`src/design/pgi_pkg.sv`:
```
// Package for the private group port isolation block: sizes, defaults, carriers
package pgi_pkg;
	localparam int NPORT = 12;
	localparam int PW = 4;
	localparam int VW = 12;
	localparam int NVLAN = 16;
	localparam int VIW = 4;
	localparam logic [PW-1:0] DEF_GROUP = 4'h1;
	localparam logic [VW-1:0] DEF_VLAN = 12'h001;
	localparam logic [NPORT-1:0] ALL_PORTS = 12'hfff;
	localparam logic [NPORT-1:0] NO_PORTS = 12'h000;

	typedef logic [NPORT-1:0] pgi_mask_t;

	// Staged configuration command from management software
	typedef struct packed {
		logic valid;
		logic [2:0] op;
		logic [PW-1:0] group;
		pgi_mask_t members;
	} pgi_cmd_t;

	localparam logic [2:0] OP_ADD = 3'h1;
	localparam logic [2:0] OP_SET = 3'h2;
	localparam logic [2:0] OP_DEL = 3'h3;
	localparam logic [2:0] OP_COMMIT = 3'h4;

	// Forwarding lookup request
	typedef struct packed {
		logic valid;
		logic [PW-1:0] port;
		logic [VIW-1:0] vlan_idx;
	} pgi_req_t;

	// Forwarding answer
	typedef struct packed {
		logic valid;
		pgi_mask_t egress;
	} pgi_ans_t;

	typedef enum logic [1:0] {
		ST_IDLE = 2'b01,
		ST_COMMIT = 2'b10
	} pgi_state_t;
endpackage

```
`src/design/pgi_isolation.sv`:
```
// Private group and port isolation egress mask decision logic
module pgi_isolation
	import pgi_pkg::*;
(
	input wire logic clk,
	input wire logic nrst,
	input wire pgi_cmd_t cmd,
	input wire pgi_mask_t iso_en,
	input wire logic [NVLAN-1:0][NPORT-1:0] vlan_members,
	input wire pgi_req_t req,
	output pgi_ans_t ans,
	output logic cmd_reject,
	output logic [NPORT:1] group_active,
	output pgi_mask_t iso_state
);
	// Live and staged group tables, index 1..NPORT
	pgi_mask_t live_reg [1:NPORT];
	pgi_mask_t stage_reg [1:NPORT];

	// Group present flags, live and staged
	logic [NPORT:1] live_on_reg;
	logic [NPORT:1] stage_on_reg;

	// Isolation bits, answer and reject flag
	pgi_mask_t iso_reg;
	pgi_ans_t ans_reg;
	logic reject_reg;

	// Commit sequencer
	pgi_state_t state_reg;
	pgi_state_t state_next;

	// Group number must be within switch port range
	function automatic logic grp_ok(input logic [PW-1:0] g);
		grp_ok = (g != '0) && (32'(g) <= NPORT);
	endfunction

	// Ingress port number must name a real port
	function automatic logic port_ok(input logic [PW-1:0] p);
		port_ok = 32'(p) < NPORT;
	endfunction

	// Reset member mask of one group row: group 1 holds every port
	function automatic pgi_mask_t def_members(input int g);
		def_members = (g == int'(DEF_GROUP)) ? ALL_PORTS : NO_PORTS;
	endfunction

	// Reset present flag of one group row: only group 1 exists
	function automatic logic def_on(input int g);
		def_on = (g == int'(DEF_GROUP));
	endfunction

	// Command screening: group number must be in range
	wire logic cmd_ok = grp_ok(cmd.group);
	wire logic is_commit = cmd.valid && cmd.op == OP_COMMIT;
	// Commit ignores the group field and is never rejected
	wire logic bad_cmd = cmd.valid && !is_commit && !cmd_ok;

	// Staging edits, taken only for a group number in range
	wire logic is_add = cmd.valid && cmd_ok && cmd.op == OP_ADD;
	wire logic is_set = cmd.valid && cmd_ok && cmd.op == OP_SET;
	wire logic is_del = cmd.valid && cmd_ok && cmd.op == OP_DEL;
	// A set on a group not staged as present is dropped
	wire logic set_ok = is_set && stage_on_reg[cmd.group];
	// Add and delete both empty the staged row
	wire logic clr_row = is_add || is_del;

	// Union of live groups the ingress port belongs to, independent of VLAN
	pgi_mask_t grp_union;
	always_comb
	begin
		grp_union = NO_PORTS;
		for (int g = 1; g <= NPORT; g++)
			if (live_on_reg[g] && live_reg[g][req.port])
				grp_union = grp_union | live_reg[g];
	end

	// VLAN side of the decision
	wire pgi_mask_t vmask = vlan_members[req.vlan_idx];
	wire logic src_in_vlan = vmask[req.port];

	// Group side and ingress attributes
	// Ports past the last one never forward
	wire logic src_ok = port_ok(req.port);
	wire logic src_in_grp = |grp_union;
	wire logic src_iso = iso_reg[req.port];
	wire pgi_mask_t self_bit = pgi_mask_t'(1) << req.port;

	// Isolated ingress reaches only promiscuous group members
	wire pgi_mask_t iso_lim = grp_union & ~iso_reg;
	wire pgi_mask_t base = src_iso ? (vmask & iso_lim) : vmask;
	wire logic fwd_ok = src_ok && src_in_vlan && src_in_grp;
	wire pgi_mask_t egress_next = fwd_ok ?
		(base & ~self_bit) : NO_PORTS;

	// Answer carries a mask only while a request is present
	wire pgi_mask_t ans_mask = req.valid ? egress_next : NO_PORTS;
	// Struct that the answer register loads
	wire pgi_ans_t ans_next = {req.valid, ans_mask};

	// Live table copies the staged rows on this cycle
	wire logic do_commit = (state_reg == ST_COMMIT);

	// Commit sequencing state
	always_comb
	begin
		case (state_reg)
			ST_IDLE: state_next = is_commit ? ST_COMMIT : ST_IDLE;
			ST_COMMIT: state_next = ST_IDLE;
			default: state_next = ST_IDLE;
		endcase
	end

	// Answer register: one decision per request, one cycle later
	always_ff @(posedge clk or negedge nrst)
	begin
		if (!nrst)
			ans_reg <= '0;
		else
			ans_reg <= ans_next;
	end

	// Reject flag pulses for one cycle after a bad group number
	always_ff @(posedge clk or negedge nrst)
	begin
		if (!nrst)
			reject_reg <= 1'b0;
		else
			reject_reg <= bad_cmd;
	end

	// Commit sequencer register
	always_ff @(posedge clk or negedge nrst)
	begin
		if (!nrst)
			state_reg <= ST_IDLE;
		else
			state_reg <= state_next;
	end

	// Isolation bits: one per port, shared by every group
	always_ff @(posedge clk or negedge nrst)
	begin
		if (!nrst)
			iso_reg <= NO_PORTS;
		else
			iso_reg <= iso_en;
	end

	// Staged group present flags: add sets, delete clears
	always_ff @(posedge clk or negedge nrst)
	begin
		if (!nrst)
		begin
			for (int g = 1; g <= NPORT; g++)
				stage_on_reg[g] <= def_on(g);
		end
		else if (clr_row)
			stage_on_reg[cmd.group] <= is_add;
	end

	// Staged member masks: add and delete empty a row, set fills it
	always_ff @(posedge clk or negedge nrst)
	begin
		if (!nrst)
		begin
			for (int g = 1; g <= NPORT; g++)
				stage_reg[g] <= def_members(g);
		end
		else if (clr_row)
			stage_reg[cmd.group] <= NO_PORTS;
		else if (set_ok)
			stage_reg[cmd.group] <= cmd.members;
	end

	// Live member masks take the staged copy one cycle after commit
	always_ff @(posedge clk or negedge nrst)
	begin
		if (!nrst)
		begin
			for (int g = 1; g <= NPORT; g++)
				live_reg[g] <= def_members(g);
		end
		else if (do_commit)
		begin
			for (int g = 1; g <= NPORT; g++)
				live_reg[g] <= stage_reg[g];
		end
	end

	// Live group present flags switch at the same edge
	always_ff @(posedge clk or negedge nrst)
	begin
		if (!nrst)
		begin
			for (int g = 1; g <= NPORT; g++)
				live_on_reg[g] <= def_on(g);
		end
		else if (do_commit)
			live_on_reg <= stage_on_reg;
	end

	// Outputs straight from flip-flops
	assign ans = ans_reg;
	assign cmd_reject = reject_reg;
	assign group_active = live_on_reg;
	assign iso_state = iso_reg;
endmodule

```
`config.mk`:
```
export PLATFORM = sky130hd
export DESIGN_NAME = pgi_isolation
export DESIGN_NICKNAME = d
export VERILOG_FILES = /design/src/design/pgi_pkg.sv /design/src/design/pgi_isolation.sv
export SDC_FILE = /design/constraint.sdc
export NUM_CORES = 1
export LEC_CHECK = 0
export BUFFER_PORTS_ARGS = -buffer_cell sky130_fd_sc_hd__buf_2
export CAP_MARGIN = 20
export CORE_MARGIN = 3
export CORE_UTILIZATION = 40
export DETAILED_ROUTE_END_ITERATION = 8
export GPL_ROUTABILITY_DRIVEN = 0
export PLACE_DENSITY_LB_ADDON = 0.2
export SKIP_CTS_REPAIR_TIMING = 1
export SLEW_MARGIN = 10
export SYNTH_ARGS = -nofsm -noshare
export SYNTH_HDL_FRONTEND = slang
export SYNTH_SLANG_ARGS = --single-unit
export TNS_END_PERCENT = 5
```
`constraint.sdc`:
```
create_clock -name clk -period 2.84 [get_ports clk]
set_input_delay 0.852 -clock clk [delete_from_list [all_inputs] [get_ports clk]]
set_output_delay 0.852 -clock clk [all_outputs]
set_load 0.05 [all_outputs]
```
==> summary.md <==
| Metric | Value |
|---|---|
| Status | `finished, violations left` |
| Failing checks | `design-rule violations, negative setup slack` |
| Sw Share | `between 20% and 30%` |
| CP Max Fanout | `8` |
| Seq/Total Area, Yosys | `between 40 and 50%` |
| FF-to-FF setup slack | `-0.10 ns` |
| Core Area | `~42,000 um^2` |
| Critical path arrival | `between 3 and 4 ns` |
| Main flop type after synthesis | `dfrtp_1` |
| Post-DR vias/cell | `between 6 and 7` |
| # diodes | `0` |
| Worst-case vdd ir drop | `between 0.4 and 0.5 mV` |
| First-pass DRT Iterations | `9` |
| Rel. slew slack | `between 50% and 60%` |
| Comb pwr share | `between 10% and 20%` |
| Synth top area cells | `dfrtp_1, mux2_2, mux4_2, a22o_1, dfstp_2` |
| Vias in the first global route | `about 15,000` |
| Setup TNS | `-3.28 ns` |
| RSZ-0062 raised after global routing | `true` |
| Crit-path cells | `buf_16 -> buf_4 -> mux4_2 -> and3_4 -> buf_4 -> a222oi_1 -> and3_1 -> nand4_1 -> nor4_2 -> and3_4 -> clkbuf_16 -> nor4_2` |
| Largest net degree at the start of global routing | `between 80 and 90` |
| CP startpoint kind | `input pin` |
| MaxCap Viol Count | `0` |
| Slew Limit Fails | `0` |
| Initial Util | `roughly two fifths` |
| Reg-to-Reg End | `ans[5]` |
| Die area | `45,700 um^2` |
| Synthesized area | `~17,000 um^2` |
| Seq pwr share | `approximately 44%` |
| Switching power | `about 2700 uW` |
| CP endpoint kind | `register` |
| DRC | `5` |
| Avg Inst Size Synth | `approximately 13 um^2` |
| CP required | `3.24 ns` |
| Number of nets in the layout | `roughly 2,100` |
| I/O Buffers | `between 200 and 300` |
| Crit Path Category | `input pin to register` |
| Die height | `214 um` |
| Grt ovf | `0` |
| P_leak | `between 0.01 and 0.015 uW` |
| Buf/Inv on CP | `4` |
| Hold WC Path Type | `input pin to asynchronous set/reset pin` |
| Gr usage total | `between 20% and 30%` |
| Clk_skew | `roughly 0.031 ns` |
| Critical Path Start | `req[4]` |
| Area growth, synth to finish | `35.0%` |
| Worst-path clk slew | `~0.06 ns` |
| Critical path depth | `12` |
| Total power | `around 11,000 uW` |
| Row count | `75` |
| Final setup viols | `12` |
| Post-route setup slack | `-0.292 ns` |
| Final HPWL DP | `~51 mm` |
| Final Util | `between 50% and 60%` |
| CTS buffer count | `38` |
| Top cell type's share of synthesized area | `45.3%` |
| Root buffer cell | `clkbuf_16` |
| CTS tree | `built` |
| Slew @ Worst Pin | `around 0.65 ns` |
| FFs w/ async S/R, synth | `100%` |
| Synth Instances | `between 1,000 and 1,500` |
| Reg2Reg Depth | `10` |
| WL/cell | `27.7 um` |
| Clock power frac | `44.7%` |
| Final WL | `68.5 mm` |
| Clk buf depth | `3` |
| I/O pins | `~270` |
| CP top delay family | `simple AND/OR/NAND/NOR gates` |
| Synth Warn # | `0` |
| PD cells | `484 nW/um^2` |
| Iteration-0 DRC Markers | `2,187` |
| Dpl cells | `about 2,400` |
| Post-route ant nets | `0` |
| Slowest cell on the critical path | `mux4_2` |
| Post-Syn Nets | `1,594` |
| Achievable frequency | `319 MHz` |
| Share of post-route cells with drive strength above 1 | `between 50% and 60%` |
| Hold Vio Cnt, Final | `0` |
| Final worst-path cycle share | `110%` |
| Die width | `between 200 and 250 um` |
| H-tree levels | `2` |
| Yosys top cell by area | `dfrtp_1` |
| Global-route wire length before repair | `98.0 mm` |
| Finished Layout Cells | `about 2,500` |
| Flops & latches, synth | `340` |
| Internal power | `8530 uW` |
| Min Tclk post-route | `between 3 and 4 ns` |
| Crit path largest cell delay | `roughly 0.50 ns` |
| Number of synthesized flops with an enable pin | `0` |
| Hold_ws | `0.290 ns` |
| Reg-to-reg startpoint | `live_reg[71]` |
| Total number of vias | `15,372` |
| Sinks on Clock Net | `340` |
| Netlist cell types | `62` |
| CP endpoint | `ans[5]` |
| Initial antenna violation count | `3` |
| Clock Latency Late Sink | `around 0.54 ns` |
routing by layer:
metal	vias to the layer above	GRT usage [%]	part of all wire [%]
li1	6364	-	-
met1	7841	41.1	41
met2	921	43.2	45
met3	244	6.70	9.7
met4	2	10.2	4.5
met5	-	0	0.022
through the flow:
stage	setup WS, ns	cell area (um^2)
after floorplan	-0.572	17400
after global placement	-1.18	21500
after detailed placement	-1.31	21500
after CTS	-0.760	22700
after global routing	-0.381	23300
final	-0.292	23300
logic make-up after synthesis:
group	synth area share [%]
compound gates	16.6
buf+inv	3.74
flops	49.4
mux	22.2
simple gates	8.05
Yosys cell counts, drive strengths merged, types with 6 or more instances:
master	n
dfrtp	313
a22o	164
mux2	151
clkbuf	79
mux4	68
mux2i	60
nand2	56
buf	40
a22oi	38
o21ai	35
and3	30
a21oi	29
nor2	28
dfstp	27
nand3	25
a222oi	22
nand4	21
a221oi	19
nand2b	19
inv	17
nor2b	17
nor3	11
o31ai	11
nor4	9
and2	6
or2	6
power by group through the flow:
stage	Combinational, uW	Clock, uW	Sequential [uW]
2_1_floorplan	515	0	5100
3_3_place_gp	1180	0	5070
3_5_place_dp	1190	0	5070
5_1_grt	1330	5320	5000
4_1_cts	1200	5090	4990
6_report	1250	5040	4990
placed cells by master (no fill, tap or decap), drive strengths merged, types with 6 or more instances in the layout:
cell type and count:
buf 581, dfrtp 313, a22o 164, mux2 151, mux4 68, mux2i 60, clkbuf 59, nand2 56
a22oi 38, o21ai 35, and3 30, a21oi 29, nor2 28, dfstp 27, nand3 25, a222oi 22
nand4 21, nand2b 19, inv 19, a221oi 19, nor2b 17, o31ai 11, nor3 11, nor4 9
clkinv 8, and2 6, or2 6
cell type report:
cell class / instances / area (um^2)
clock inverter: 14 / 180
tap: 577 / 722
timing repair buffer: 586 / 4280
fill: 3585 / 19000
sequential: 340 / 8540
clock buffer: 54 / 1080
inverter: 17 / 63.8
multi-input combinational: 883 / 8450
worst min path at each step:
stage	from	endpoint	slack (ns)
floorplan	state_reg[1]	state_reg[1]	0.41
global placement	state_reg[1]	state_reg[1]	0.44
detailed placement	state_reg[1]	state_reg[1]	0.45
finish	nrst	iso_state[10]	0.29
global route	nrst	live_reg[59]	0.31
CTS	nrst	stage_reg[56]	0.29
No activity file was read; power rests on OpenSTA's default activity.
